===== config.mk =====
export PLATFORM = sky130hd
export DESIGN_NAME = asr_readout
export DESIGN_NICKNAME = d
export VERILOG_FILES = /design/src/rtl/asr_pkg.sv /design/src/rtl/asr_sync.sv /design/src/rtl/asr_readout.sv
export SDC_FILE = /design/constraint.sdc
export NUM_CORES = 1
export LEC_CHECK = 0
export BUFFER_PORTS_ARGS = -buffer_cell sky130_fd_sc_hd__buf_2
export CORE_AREA = 2 2 177 179
export CTS_CLUSTER_DIAMETER = 80
export DETAILED_ROUTE_END_ITERATION = 12
export DIE_AREA = 0 0 179 181
export HOLD_SLACK_MARGIN = 0.02
export PLACE_DENSITY_LB_ADDON = 0.25
export SYNTH_ARGS = -nofsm -noshare
export SYNTH_HDL_FRONTEND = slang
export SYNTH_SLANG_ARGS = --single-unit
export TNS_END_PERCENT = 100

===== constraint.sdc =====
create_clock -name clk_i -period 6.05 [get_ports clk_i]
set_input_delay 1.21 -clock clk_i [delete_from_list [all_inputs] [get_ports clk_i]]
set_output_delay 1.21 -clock clk_i [all_outputs]
set_load 0.005 [all_outputs]

===== src/rtl/asr_pkg.sv =====
package asr_pkg;

    ////////////////////////////////////////////////////////////////////////
    // Clock and word
    localparam int unsigned CLK_MHZ = 200;
    localparam int unsigned WORD_W  = 24;
    localparam logic [4:0]  WORD_BITS = 5'h18;
    localparam logic [23:0] CODE_MID = 24'h800000;
    localparam logic [23:0] CODE_MAX = 24'hFFFFFF;
    localparam logic [23:0] CODE_MIN = 24'h000000;

    ////////////////////////////////////////////////////////////////////////
    // Times and derived cycle counts
    localparam int unsigned PD_MIN_NS   = 100;
    localparam int unsigned PD_MIN_CYC  = (PD_MIN_NS * CLK_MHZ + 999) / 1000;
    localparam int unsigned PWRUP_US    = 1000;
    localparam int unsigned PWRUP_CYC   = PWRUP_US * CLK_MHZ;
    localparam int unsigned PER_10_US   = 100000;
    localparam int unsigned PER_50_US   = 20000;
    localparam int unsigned PER_60_US   = 16666;
    localparam int unsigned PER_120_US  = 8333;
    localparam int unsigned PER_10_CYC  = PER_10_US * CLK_MHZ;
    localparam int unsigned PER_50_CYC  = PER_50_US * CLK_MHZ;
    localparam int unsigned PER_60_CYC  = PER_60_US * CLK_MHZ;
    localparam int unsigned PER_120_CYC = PER_120_US * CLK_MHZ;
    localparam int unsigned SETTLE_CONV = 4;
    localparam int unsigned GUARD_CYC   = 16;

    ////////////////////////////////////////////////////////////////////////
    // Register map (byte addresses)
    localparam logic [7:0] ADDR_CFG  = 8'h00;
    localparam logic [7:0] ADDR_STAT = 8'h04;
    localparam logic [7:0] ADDR_RES  = 8'h08;
    localparam int unsigned CFG_W    = 7;
    localparam logic [6:0] CFG_RST   = 7'h40;

    // Gain code to left shift: 1, 8, 64, 128
    localparam logic [2:0] SH_G1   = 3'h0;
    localparam logic [2:0] SH_G8   = 3'h3;
    localparam logic [2:0] SH_G64  = 3'h6;
    localparam logic [2:0] SH_G128 = 3'h7;

    ////////////////////////////////////////////////////////////////////////
    // Types
    typedef struct packed {
        logic       clk_int;
        logic       temp;
        logic       chan;
        logic [1:0] gain;
        logic [1:0] rate;
    } asr_cfg_t;

    typedef enum logic [3:0] {
        ST_OFF    = 4'h1,
        ST_PWRUP  = 4'h2,
        ST_SETTLE = 4'h4,
        ST_RUN    = 4'h8
    } asr_state_t;

    typedef struct packed {
        logic [23:0] pos;
        logic [23:0] neg;
    } asr_pair_t;

endpackage


===== src/rtl/asr_sync.sv =====
`timescale 1ns/1ps
module asr_sync (
    // Clock and reset
    input  wire logic       clk_i,
    input  wire logic       rst_i,
    // Async levels in, synced levels out
    input  wire logic [1:0] d_i,
    output logic      [1:0] q_o
);

    logic [1:0] meta_q;

    always_ff @(posedge clk_i) begin
        if (rst_i) begin
            // Upper bit resets asleep, so a held sleep pin gives no false wake
            meta_q <= 2'h2;
            q_o    <= 2'h2;
        end else begin
            meta_q <= d_i;
            q_o    <= meta_q;
        end
    end

endmodule


===== src/rtl/asr_readout.sv =====
// The Wishbone interface to the registers and the register offsets were chosen for this implementation.
`timescale 1ns/1ps
module asr_readout #(
    parameter int unsigned P_PWRUP_CYC = asr_pkg::PWRUP_CYC,
    parameter int unsigned P_PER_10    = asr_pkg::PER_10_CYC,
    parameter int unsigned P_PER_50    = asr_pkg::PER_50_CYC,
    parameter int unsigned P_PER_60    = asr_pkg::PER_60_CYC,
    parameter int unsigned P_PER_120   = asr_pkg::PER_120_CYC
) (
    // Clock and reset
    input  wire logic              clk_i,
    input  wire logic              rst_i,
    // Wishbone slave
    input  wire logic              wb_cyc_i,
    input  wire logic              wb_stb_i,
    input  wire logic              wb_we_i,
    input  wire logic [7:0]        wb_adr_i,
    input  wire logic [3:0]        wb_sel_i,
    input  wire logic [31:0]       wb_dat_i,
    output logic      [31:0]       wb_dat_o,
    output logic                   wb_ack_o,
    // Pins
    input  wire logic              sleep_reset_pin_i,
    input  wire logic              sclk_i,
    output logic                   dout_rdy_o,
    output logic                   dout_rdy_oe_o,
    output logic                   bridge_disconnect_switch_o,
    // Front-end samples, same clock
    input  wire asr_pkg::asr_pair_t input_pair_a_i,
    input  wire asr_pkg::asr_pair_t input_pair_b_i,
    input  wire logic [23:0]       temp_code_i
);

    ////////////////////////////////////////////////////////////////////////
    // Pin synchronisers
    logic [1:0] pin_s;
    logic       pd_s;
    logic       sclk_s;
    logic       sclk_prev_q;
    logic       sclk_rise;
    logic       sclk_fall;

    asr_sync u_sync (
        .clk_i (clk_i),
        .rst_i (rst_i),
        .d_i   ({sleep_reset_pin_i, sclk_i}),
        .q_o   (pin_s)
    );

    assign pd_s      = pin_s[1];
    assign sclk_s    = pin_s[0];
    assign sclk_rise = sclk_s & ~sclk_prev_q;
    assign sclk_fall = ~sclk_s & sclk_prev_q;

    ////////////////////////////////////////////////////////////////////////
    // Declarations
    asr_pkg::asr_state_t st_q;
    asr_pkg::asr_state_t st_d;
    asr_pkg::asr_cfg_t   cfg_q;
    asr_pkg::asr_cfg_t   seen_q;
    logic [4:0]          pd_cnt_q;
    logic [31:0]         tmr_q;
    logic [31:0]         tmr_d;
    logic [2:0]          settle_n_q;
    logic [23:0]         sh_q;
    logic [23:0]         sh_d;
    logic [4:0]          bit_q;
    logic [4:0]          bit_d;
    logic                avail_q;
    logic                avail_d;
    logic                dout_q;
    logic                dout_d;
    logic [23:0]         last_q;
    logic [31:0]         rd_d;
    logic                pd_hit;
    logic                cfg_chg;
    logic                active;
    logic [31:0]         per_w;
    logic                per_end;
    logic                pwr_end;
    logic                settle_last;
    logic                load_w;
    logic                guard_w;
    logic                shift_w;
    logic                done_w;
    logic                wb_req;
    logic                wb_wr_cfg;

    ////////////////////////////////////////////////////////////////////////
    // Result coding
    logic signed [24:0] diff_w;
    logic        [2:0]  gsh_w;
    logic signed [32:0] gained_w;
    logic signed [32:0] code_w;
    logic        [23:0] conv_w;
    logic        [23:0] res_w;

    // Positive input measured against its own negative input
    assign diff_w = cfg_q.chan
        ? ($signed({input_pair_b_i.pos[23], input_pair_b_i.pos})
           - $signed({input_pair_b_i.neg[23], input_pair_b_i.neg}))
        : ($signed({input_pair_a_i.pos[23], input_pair_a_i.pos})
           - $signed({input_pair_a_i.neg[23], input_pair_a_i.neg}));
    assign gsh_w = (cfg_q.gain == 2'h0) ? asr_pkg::SH_G1 :
                   (cfg_q.gain == 2'h1) ? asr_pkg::SH_G8 :
                   (cfg_q.gain == 2'h2) ? asr_pkg::SH_G64 : asr_pkg::SH_G128;
    assign gained_w = $signed({{8{diff_w[24]}}, diff_w}) <<< gsh_w;
    assign code_w   = gained_w + $signed({9'h000, asr_pkg::CODE_MID});
    // Clip beyond full scale rather than wrap
    assign conv_w = (code_w < 0) ? asr_pkg::CODE_MIN :
                    (code_w > $signed({9'h000, asr_pkg::CODE_MAX})) ? asr_pkg::CODE_MAX :
                    code_w[23:0];
    assign res_w = cfg_q.temp ? temp_code_i : conv_w;

    ////////////////////////////////////////////////////////////////////////
    // Sequencing
    assign pd_hit  = pd_s && (pd_cnt_q == 5'(asr_pkg::PD_MIN_CYC - 1));
    assign active  = (st_q == asr_pkg::ST_SETTLE) || (st_q == asr_pkg::ST_RUN);
    assign cfg_chg = active && (cfg_q != seen_q);
    assign per_w   = (cfg_q.rate == 2'h0) ? P_PER_10 :
                     (cfg_q.rate == 2'h1) ? P_PER_50 :
                     (cfg_q.rate == 2'h2) ? P_PER_60 : P_PER_120;
    assign per_end = active && (tmr_q == per_w - 32'h1);
    assign pwr_end = (st_q == asr_pkg::ST_PWRUP) && (tmr_q == P_PWRUP_CYC - 32'h1);
    assign settle_last = settle_n_q == 3'(asr_pkg::SETTLE_CONV - 1);

    always_comb begin
        st_d = st_q;
        case (st_q)
            asr_pkg::ST_OFF: begin
                // External clock needs no start-up wait
                if (!pd_s) begin
                    st_d = cfg_q.clk_int ? asr_pkg::ST_PWRUP : asr_pkg::ST_SETTLE;
                end
            end
            asr_pkg::ST_PWRUP: begin
                if (pwr_end) begin
                    st_d = asr_pkg::ST_SETTLE;
                end
            end
            asr_pkg::ST_SETTLE: begin
                if (per_end && settle_last) begin
                    st_d = asr_pkg::ST_RUN;
                end
            end
            asr_pkg::ST_RUN: begin
                st_d = asr_pkg::ST_RUN;
            end
            default: begin
                st_d = asr_pkg::ST_OFF;
            end
        endcase
        if (pd_hit) begin
            st_d = asr_pkg::ST_OFF;
        end else if (cfg_chg) begin
            st_d = asr_pkg::ST_SETTLE;
        end
    end

    assign tmr_d = ((st_d != st_q) || cfg_chg || per_end) ? 32'h0 : tmr_q + 32'h1;

    ////////////////////////////////////////////////////////////////////////
    // Serial output
    assign load_w  = per_end && (st_d == asr_pkg::ST_RUN);
    assign guard_w = (st_q == asr_pkg::ST_RUN) && avail_q && (bit_q == 5'h0)
                     && (tmr_q == per_w - 32'(asr_pkg::GUARD_CYC) - 32'h1);
    assign shift_w = avail_q && sclk_rise && (bit_q < asr_pkg::WORD_BITS);
    assign done_w  = avail_q && sclk_fall && (bit_q == asr_pkg::WORD_BITS);

    always_comb begin
        dout_d  = dout_q;
        avail_d = avail_q;
        sh_d    = sh_q;
        bit_d   = bit_q;
        if (st_d != asr_pkg::ST_RUN) begin
            dout_d  = 1'b1;
            avail_d = 1'b0;
            bit_d   = 5'h0;
        end else if (load_w) begin
            sh_d    = res_w;
            bit_d   = 5'h0;
            avail_d = 1'b1;
            dout_d  = 1'b0;
        end else if (guard_w) begin
            dout_d  = 1'b1;
            avail_d = 1'b0;
        end else if (shift_w) begin
            dout_d  = sh_q[23];
            sh_d    = {sh_q[22:0], 1'b0};
            bit_d   = bit_q + 5'h1;
        end else if (done_w) begin
            dout_d  = 1'b1;
            avail_d = 1'b0;
        end
    end

    ////////////////////////////////////////////////////////////////////////
    // Wishbone slave
    assign wb_req    = wb_cyc_i && wb_stb_i && !wb_ack_o;
    assign wb_wr_cfg = wb_req && wb_we_i && wb_sel_i[0] && (wb_adr_i == asr_pkg::ADDR_CFG);

    always_comb begin
        if (wb_adr_i == asr_pkg::ADDR_CFG) begin
            rd_d = {25'h0, cfg_q};
        end else if (wb_adr_i == asr_pkg::ADDR_STAT) begin
            rd_d = {24'h0, dout_q, avail_q, pd_s, 1'b0, st_q};
        end else if (wb_adr_i == asr_pkg::ADDR_RES) begin
            rd_d = {8'h00, last_q};
        end else begin
            rd_d = 32'h0;
        end
    end

    ////////////////////////////////////////////////////////////////////////
    // Registers
    always_ff @(posedge clk_i) begin
        if (rst_i) begin
            wb_ack_o <= 1'b0;
            wb_dat_o <= 32'h0;
            cfg_q    <= asr_pkg::CFG_RST;
        end else begin
            wb_ack_o <= wb_req;
            wb_dat_o <= wb_req ? rd_d : 32'h0;
            if (wb_wr_cfg) begin
                cfg_q <= asr_pkg::asr_cfg_t'(wb_dat_i[asr_pkg::CFG_W-1:0]);
            end
        end
    end

    always_ff @(posedge clk_i) begin
        if (rst_i) begin
            sclk_prev_q <= 1'b0;
            pd_cnt_q    <= 5'h0;
            seen_q      <= asr_pkg::CFG_RST;
            st_q        <= asr_pkg::ST_OFF;
            tmr_q       <= 32'h0;
        end else begin
            sclk_prev_q <= sclk_s;
            seen_q      <= cfg_q;
            st_q        <= st_d;
            tmr_q       <= tmr_d;
            if (!pd_s) begin
                pd_cnt_q <= 5'h0;
            end else if (!pd_hit) begin
                pd_cnt_q <= pd_cnt_q + 5'h1;
            end
        end
    end

    always_ff @(posedge clk_i) begin
        if (rst_i || st_q != asr_pkg::ST_SETTLE || cfg_chg) begin
            settle_n_q <= 3'h0;
        end else if (per_end) begin
            settle_n_q <= settle_n_q + 3'h1;
        end
    end

    always_ff @(posedge clk_i) begin
        if (rst_i) begin
            dout_q  <= 1'b1;
            avail_q <= 1'b0;
            sh_q    <= 24'h0;
            bit_q   <= 5'h0;
            last_q  <= 24'h0;
        end else begin
            dout_q  <= dout_d;
            avail_q <= avail_d;
            sh_q    <= sh_d;
            bit_q   <= bit_d;
            if (load_w) begin
                last_q <= res_w;
            end
        end
    end

    // Pin drivers; tristate and bridge follow the pin, not the filtered reset
    always_ff @(posedge clk_i) begin
        if (rst_i) begin
            dout_rdy_o                 <= 1'b1;
            dout_rdy_oe_o              <= 1'b0;
            bridge_disconnect_switch_o <= 1'b0;
        end else begin
            dout_rdy_o                 <= dout_d;
            dout_rdy_oe_o              <= ~pd_s;
            bridge_disconnect_switch_o <= ~pd_s;
        end
    end

    // Run length of the synced sleep level, counted apart from the design's own counter
    logic [4:0] pd_run_q;

    always_ff @(posedge clk_i) begin
        if (rst_i || !pd_s) begin
            pd_run_q <= 5'h0;
        end else if (pd_run_q != 5'(asr_pkg::PD_MIN_CYC)) begin
            pd_run_q <= pd_run_q + 5'h1;
        end
    end
endmodule


# Word level (Yosys, flattened, before mapping)
# Cells that the tools add are included.
# W data, S select, Z words.
# word_totals
n_memories	0
latch_bits	0
regBits	152
out_inout_bits	36
mem_bits_rw	0
mem_bits_ro	0
# classes
n_eq_ne	23
shifts	1
n_bitwise	9
muxes	31
mul	0
n_div	0
add_sub_neg	10
magnitude_cmp	3
reduce_logical	42
# ops
operator	count
$mux W24	6
$eq A32 B32 Y1	2
$mux W25	2
$sub A24 B24 Y25	2
$mux W22	2
$add A33 B25 Y33 const B	1
$gt A33 B25 Y1 const B	1
$lt A33 B1 Y1 const B	1
$sshl A25 B3 Y33	1
$add A32 B1 Y32 const B	1
$eq A32 B18 Y1 const B	1
$sub A26 B2 Y27 const B	1
$sub A25 B1 Y26 const B	1
$sub A25 B5 Y26 const B	1
$mux W4	5
$logic_and A1 B1 Y1	18
$mux W8	2
$pmux W4 S4	1
$add A5 B1 Y5 const B	2
$eq A5 B5 Y1 const B	2
$mux W1	9
$mux W3	3
$eq A4 B4 Y1 const B	2
$eq A8 B3 Y1 const B	1
other kinds (32)	51

# Longest topological paths before layout
# depth
word_depth	16
mapped_depth	24
mapped_depth_nobuf	22

# Modules after synthesis
# From an unflattened synthesis, not the netlist that was laid out.
# hier_totals
cells_unflattened	1591
area_unflattened_um2	11686.2
# by_module_without_submodules
mod	seq_area_each_um2	area_per_inst_um2	n_inst	cells_per_inst
asr_readout	2802.7	11581.1	1	1583
asr_sync	80.1	105.1	1	8

# Worst setup path after synthesis
# No wires, ideal clock.
# synth_timing
kind	input-to-reg
start	input input_pair_b_i[24] (netlist name)
end	register sh_q[11]
slack_ps	697
path_stages	23
required_time_ps	5938
setup_ps	112
arrival_ps	5241
path_cell_list	inv_1 > ha_1 > fa_1 > nand2b_1 > a21o_1 > a22o_1 > o41ai_2 > xor2_1 > a221o_1 > a211oi_1 > a211oi_2 > inv_1 > ha_1 > nand4_1 > nor3_1 > nand4_1 > nor4b_1 > nand4_1 > nor4_1 > a211o_1 > buf_6 > nor4_1 > a2111oi_1
# synth_between
elab_chain_cells	9
# synth_rtl
element	line	rtl
from (decl)	asr_readout.sv:30	input wire asr_pkg::asr_pair_t input_pair_b_i,
$sub A24 B24 Y25 *	asr_readout.sv:101	- $signed({input_pair_b_i.neg[23], input_pair_b_i.neg}))
$mux W25 *	asr_readout.sv:100	? ($signed({input_pair_b_i.pos[23], input_pair_b_i.pos})
$sshl A25 B3 Y33 *	asr_readout.sv:107	assign gained_w = $signed({{8{diff_w[24]}}, diff_w}) <<< gsh_w;
$add A33 B25 Y33 *	asr_readout.sv:108	assign code_w = gained_w + $signed({9'h000, asr_pkg::CODE_MID});
$gt A33 B25 Y1	asr_readout.sv:111	(code_w > $signed({9'h000, asr_pkg::CODE_MAX})) ? asr_pkg::CODE_MAX :
$mux W24	asr_readout.sv:111	
$mux W24 *	asr_readout.sv:110	assign conv_w = (code_w < 0) ? asr_pkg::CODE_MIN :
$mux W24 *	asr_readout.sv:113	assign res_w = cfg_q.temp ? temp_code_i : conv_w;
$mux W24 *	asr_readout.sv:179	end else if (load_w) begin
to (signal assigned)	asr_readout.sv:262	sh_q <= 24'h0;
to (signal assigned)	asr_readout.sv:268	sh_q <= sh_d;
to (decl)	asr_readout.sv:65	logic [23:0] sh_q;
# Mark *: on every way between the ends. The rest lies on a longest branch, timed or not.
# A chain may end at the register's enable or synchronous reset.

# Worst setup path after layout
# layout_timing
start	input input_pair_b_i[0] (netlist name)
end	register last_q[11]
# layout_between
elab_chain_cells	8
# layout_rtl
element	line	rtl
$sub A24 B24 Y25 *	asr_readout.sv:101	
$mux W25 *	asr_readout.sv:100	
$sshl A25 B3 Y33 *	asr_readout.sv:107	
$add A33 B25 Y33 *	asr_readout.sv:108	
$gt A33 B25 Y1	asr_readout.sv:111	
$mux W24	asr_readout.sv:111	
$mux W24 *	asr_readout.sv:110	
$mux W24 *	asr_readout.sv:113	
to (signal assigned)	asr_readout.sv:271	last_q <= res_w;
to (decl)	asr_readout.sv:73	logic [23:0] last_q;
# Marked as above.

==> flow_summary.html <==
<table>
<tr><th>Metric</th><th>Value</th></tr>
<tr><th colspan="2">Finish</th></tr>
<tr><td>Layout cell share with drive strength beyond 1</td><td>between 15 and 20%</td></tr>
<tr><td>Area used by sequential logic in the layout</td><td>2880 sq um</td></tr>
<tr><td>Cell area after layout</td><td>13,500 sq um</td></tr>
<tr><td>Post-layout util</td><td>44.5%</td></tr>
<tr><td>Final-stage net count</td><td>1,927</td></tr>
<tr><td>Relative area change from synthesis to final layout</td><td>18.1%</td></tr>
<tr><td>Antenna diodes</td><td>0</td></tr>
<tr><td>Area taken by multi-input logic gates</td><td>7840 sq um</td></tr>
<tr><td>Fill count</td><td>between 3,000 and 4,000</td></tr>
<tr><td>Commonest cells after routing, fill and taps aside</td><td>178 x sky130_fd_sc_hd__nand2_1, 170 x sky130_fd_sc_hd__buf_2, 164 x sky130_fd_sc_hd__nor2_1</td></tr>
<tr><td>Count of placed standard cells in the final layout, fillers left out</td><td>2,100</td></tr>
<tr><td>Most common cell after layout, fill and taps aside</td><td>sky130_fd_sc_hd__nand2_1</td></tr>
<tr><th colspan="2">Placement</th></tr>
<tr><td>Sum of net half-perimeters after detailed placement</td><td>approximately 27,000 um</td></tr>
<tr><td>Placed Instances</td><td>2,068</td></tr>
<tr><td>GP Congestion</td><td>between 0.9 and 1</td></tr>
<tr><td>Worst slack at placement</td><td>0.0208 ns</td></tr>
<tr><td>Buffers added on ports</td><td>170</td></tr>
<tr><td>Placed Instance Area</td><td>12,900 sq um</td></tr>
<tr><th colspan="2">Setup path</th></tr>
<tr><td>Critical path arrival</td><td>6.02 ns</td></tr>
<tr><td>Critical path startpoint category</td><td>input pin</td></tr>
<tr><td>Type of the setup path with the least slack</td><td>in -&gt; reg</td></tr>
<tr><td>Worst endpoint required time</td><td>approximately 6.4 ns</td></tr>
<tr><td>Largest fanout of any net on the critical path</td><td>5</td></tr>
<tr><td>Category of the worst setup path capture point</td><td>flop</td></tr>
<tr><th colspan="2">CTS</th></tr>
<tr><td>Number of setup buffers added after CTS</td><td>0</td></tr>
<tr><td>Num CTS Buffers</td><td>17</td></tr>
<tr><td>Insertion delay of the later-clocked pin in the worst-skew pair</td><td>0.43 ns</td></tr>
<tr><td>Cts hold-fix bufs</td><td>0</td></tr>
<tr><td>Total clock sinks</td><td>approximately 140</td></tr>
<tr><td>Cell at the root of the clock tree</td><td>sky130_fd_sc_hd__clkbuf_16</td></tr>
<tr><td>Total of cells resized after clock tree synthesis</td><td>0</td></tr>
<tr><td>Buffer levels on the longest clock path</td><td>2</td></tr>
<tr><td>Clock-pin transition on the worst setup and hold timing paths</td><td>0.06 ns</td></tr>
<tr><td>CTS tree</td><td>built</td></tr>
<tr><td>CTS H-tree depth</td><td>4</td></tr>
<tr><th colspan="2">Floorplan</th></tr>
<tr><td># IOs</td><td>about 210</td></tr>
<tr><td>Floorplan die height</td><td>around 180 um</td></tr>
<tr><td>Die area</td><td>32,400 sq um</td></tr>
<tr><td>Die span in x</td><td>179 um</td></tr>
<tr><td>Number of placement rows</td><td>64</td></tr>
<tr><td>Effective utilization at floorplan</td><td>37.7%</td></tr>
<tr><td>Area of the core</td><td>30,300 sq um</td></tr>
<tr><th colspan="2">Yosys</th></tr>
<tr><td>Count of flip-flops with a built-in enable after synthesis</td><td>0</td></tr>
<tr><td>Leading post-synthesis cells by cell area</td><td>sky130_fd_sc_hd__dfxtp_1 25%, sky130_fd_sc_hd__ha_1 6.9%, sky130_fd_sc_hd__nand2_1 5.8%, sky130_fd_sc_hd__nor2_1 5.4%, sky130_fd_sc_hd__a21oi_1 3.8%</td></tr>
<tr><td>Async S/R FF share, synth</td><td>0%</td></tr>
<tr><td>Library cell occupying the most area in the post-synthesis netlist</td><td>sky130_fd_sc_hd__dfxtp_1</td></tr>
<tr><td>Part of the Yosys area used for sequential elements</td><td>25.2%</td></tr>
<tr><td>Netlist cell types</td><td>98</td></tr>
<tr><td>Syn Std Cell Area</td><td>about 11,000 sq um</td></tr>
<tr><td>Number of register bits inferred by synthesis</td><td>144</td></tr>
<tr><td>Share of the synthesized area in the top cell type</td><td>25.2%</td></tr>
<tr><td>Number of synthesis warnings</td><td>0</td></tr>
<tr><td>Average footprint of a synthesized cell</td><td>7.56 sq um</td></tr>
<tr><td>Post-synthesis cell count</td><td>1,513</td></tr>
<tr><td>Top FF cell, synth</td><td>sky130_fd_sc_hd__dfxtp_1</td></tr>
<tr><th colspan="2">STA</th></tr>
<tr><td>Slew Limit Fails</td><td>0</td></tr>
<tr><td>Setup violation total in the final timing report</td><td>0</td></tr>
<tr><td>Final setup TNS</td><td>0 ns</td></tr>
<tr><td>Transition at the pin with the smallest max-transition slack</td><td>1.12 ns</td></tr>
<tr><td>Worst slew slack as a fraction of its limit</td><td>24.9%</td></tr>
<tr><td>Final hold violation count</td><td>0</td></tr>
<tr><td>Achievable clock frequency</td><td>roughly 0.18 GHz</td></tr>
<tr><td>Period utilization</td><td>94.3%</td></tr>
<tr><td>Final worst clock skew</td><td>0.00841 ns</td></tr>
<tr><td>Post-route worst hold slack</td><td>0.411 ns</td></tr>
<tr><td>Unrepaired setup endpoints after global routing</td><td>no</td></tr>
<tr><td>Setup slack of the critical path after layout</td><td>0.345 ns</td></tr>
<tr><td>Final Critical Period</td><td>5.71 ns</td></tr>
<tr><th colspan="2">Global routing</th></tr>
<tr><td>Pin count of the biggest net entering global routing</td><td>44</td></tr>
<tr><td>Global-route wire length before repair</td><td>56,800 um</td></tr>
<tr><td>Total global-route track usage</td><td>around 22%</td></tr>
<tr><td>Antenna violations before repair</td><td>0</td></tr>
<tr><td>Sum of overflow across all layers after global routing</td><td>0</td></tr>
<tr><td>Via count of the first global-routing pass</td><td>10,875</td></tr>
<tr><th colspan="2">Run</th></tr>
<tr><td>Number of max-cap violations</td><td>0</td></tr>
<tr><th colspan="2">Detailed routing</th></tr>
<tr><td>Number of vias per cell after detailed routing</td><td>5.49</td></tr>
<tr><td>Wire length reported by the detailed router</td><td>about 35,000 um</td></tr>
<tr><td>Via count</td><td>approximately 12,000</td></tr>
<tr><td>Detailed-route DRC error count</td><td>0</td></tr>
<tr><td>Routed wirelength normalized by instance count</td><td>16.7 um</td></tr>
<tr><td>Post-route ant nets</td><td>0</td></tr>
<tr><td>First DRT Iteration DRCs</td><td>801</td></tr>
<tr><td>1st-pass router iterations</td><td>5</td></tr>
<tr><th colspan="2">Power and ir drop</th></tr>
<tr><td>Total power</td><td>between 2 and 3 mW</td></tr>
<tr><td>Worst IR drop on VDD</td><td>roughly 0.00019 V</td></tr>
<tr><td>Static Leakage</td><td>5.70 nW</td></tr>
<tr><td>Pwr per Cell Area</td><td>217 nW/um^2</td></tr>
<tr><th colspan="2">Min path</th></tr>
<tr><td>Worst hold path type</td><td>reg -&gt; reg</td></tr>
<tr><th colspan="2">Status</th></tr>
<tr><td>Result of the run</td><td>finished, final reports clean</td></tr>
</table>
==> power breakdown <==
group | internal (mW) | total (mW) | leakage [nW] | switching [mW]
sequential | 0.964 | 0.982 | 1.16 | 0.0183
clock | 0.591 | 1.04 | 0.282 | 0.449
combinational | 0.369 | 0.914 | 4.26 | 0.545
==> cell type report <==
class | count | area share (%)
multi-input cells | 1198 | 58.0
flip-flops and latches | 144 | 21.3
repair buffers | 240 | 10.2
well taps | 396 | 3.67
clock buffers | 18 | 3.25
inverters | 90 | 2.50
clock inverters | 14 | 1.08
==> routing by layer <==
layer,wire [um],global-route usage [%],share of wire [%]
met1,16500,30.2,47
met2,16300,35.6,46
met3,1750,2.57,5.0
met4,527,4.98,1.5
met5,0,0,0
==> registers in the layout, indices dropped and copies added, names as in the netlist <==
register,cells
sh_q,24
wb_ack_o,1
u_sync.q_o,2
tmr_q,32
sclk_prev_q,1
cfg_q,7
u_sync.meta_q,2
last_q,24
pd_cnt_q,5
wb_dat_o,24
avail_q,1
seen_q,7
dout_rdy_o,1
bridge_disconnect_switch_o,1
settle_n_q,3
bit_q,5
st_q,4
==> cells in the mapped netlist (11+ instances only) <==
master,number
sky130_fd_sc_hd__a211oi_1,15
sky130_fd_sc_hd__a21o_1,16
sky130_fd_sc_hd__a21oi_1,87
sky130_fd_sc_hd__a31oi_1,35
sky130_fd_sc_hd__and2_1,30
sky130_fd_sc_hd__and3_1,19
sky130_fd_sc_hd__clkbuf_1,57
sky130_fd_sc_hd__dfxtp_1,144
sky130_fd_sc_hd__ha_1,63
sky130_fd_sc_hd__inv_1,88
sky130_fd_sc_hd__mux2i_1,31
sky130_fd_sc_hd__nand2_1,178
sky130_fd_sc_hd__nand2b_1,17
sky130_fd_sc_hd__nand3_1,37
sky130_fd_sc_hd__nand3b_1,12
sky130_fd_sc_hd__nand4_1,17
sky130_fd_sc_hd__nor2_1,165
sky130_fd_sc_hd__nor2b_1,12
sky130_fd_sc_hd__nor3_1,40
sky130_fd_sc_hd__nor4_1,13
sky130_fd_sc_hd__o211ai_1,16
sky130_fd_sc_hd__o21a_1,12
sky130_fd_sc_hd__o21ai_0,80
sky130_fd_sc_hd__o21ai_1,11
sky130_fd_sc_hd__o22ai_1,17
sky130_fd_sc_hd__xnor2_1,42
sky130_fd_sc_hd__xor2_1,46
==> worst max-delay path, stage by stage <==
cell and delay (ns):
sky130_fd_sc_hd__buf_2 0.10, sky130_fd_sc_hd__ha_1 0.22, sky130_fd_sc_hd__fa_1 0.39, sky130_fd_sc_hd__nand2b_1 0.17
sky130_fd_sc_hd__a21o_1 0.20, sky130_fd_sc_hd__a22o_1 0.25, sky130_fd_sc_hd__o41ai_2 0.41, sky130_fd_sc_hd__xor2_1 0.19
sky130_fd_sc_hd__a221o_1 0.38, sky130_fd_sc_hd__a211oi_1 0.23, sky130_fd_sc_hd__a211oi_2 0.07, sky130_fd_sc_hd__buf_4 0.16
sky130_fd_sc_hd__ha_1 0.18, sky130_fd_sc_hd__nor3b_2 0.17, sky130_fd_sc_hd__or3b_2 0.44, sky130_fd_sc_hd__a211o_1 0.36
sky130_fd_sc_hd__nor4_1 0.63, sky130_fd_sc_hd__buf_4 0.21, sky130_fd_sc_hd__nor3_1 0.04
==> worst paths after layout <==
kind	slack (ns)	startpoint	endpoint	depth (start not counted)
setup / recovery	0.34	input_pair_b_i[0]	last_q[11]	19
hold / removal	0.41	u_sync.meta_q[1]	u_sync.q_o[1]	1
setup reg to reg	1.23	cfg_q[0]	last_q[11]	17
hold reg to reg	0.41	u_sync.meta_q[1]	u_sync.q_o[1]	1
==> kinds of logic (layout without fill, tap and decap cells) <==
group                    count (synthesis)  in the layout  synth area share (%)
multiplexers                            47             47                  5.20
adder cells (fa/ha/maj)                 65             65                  7.24
XOR/XNOR                                88             88                  6.74
AND/OR/NAND/NOR                        584            584                  24.5
AO/OA/AOI/OAI                          406            406                  24.5
other                                    1              8                0.0328
flip-flops                             144            144                  25.2
buffers and inverters                  178            362                  6.54
(Power assumes the default switching activity.)
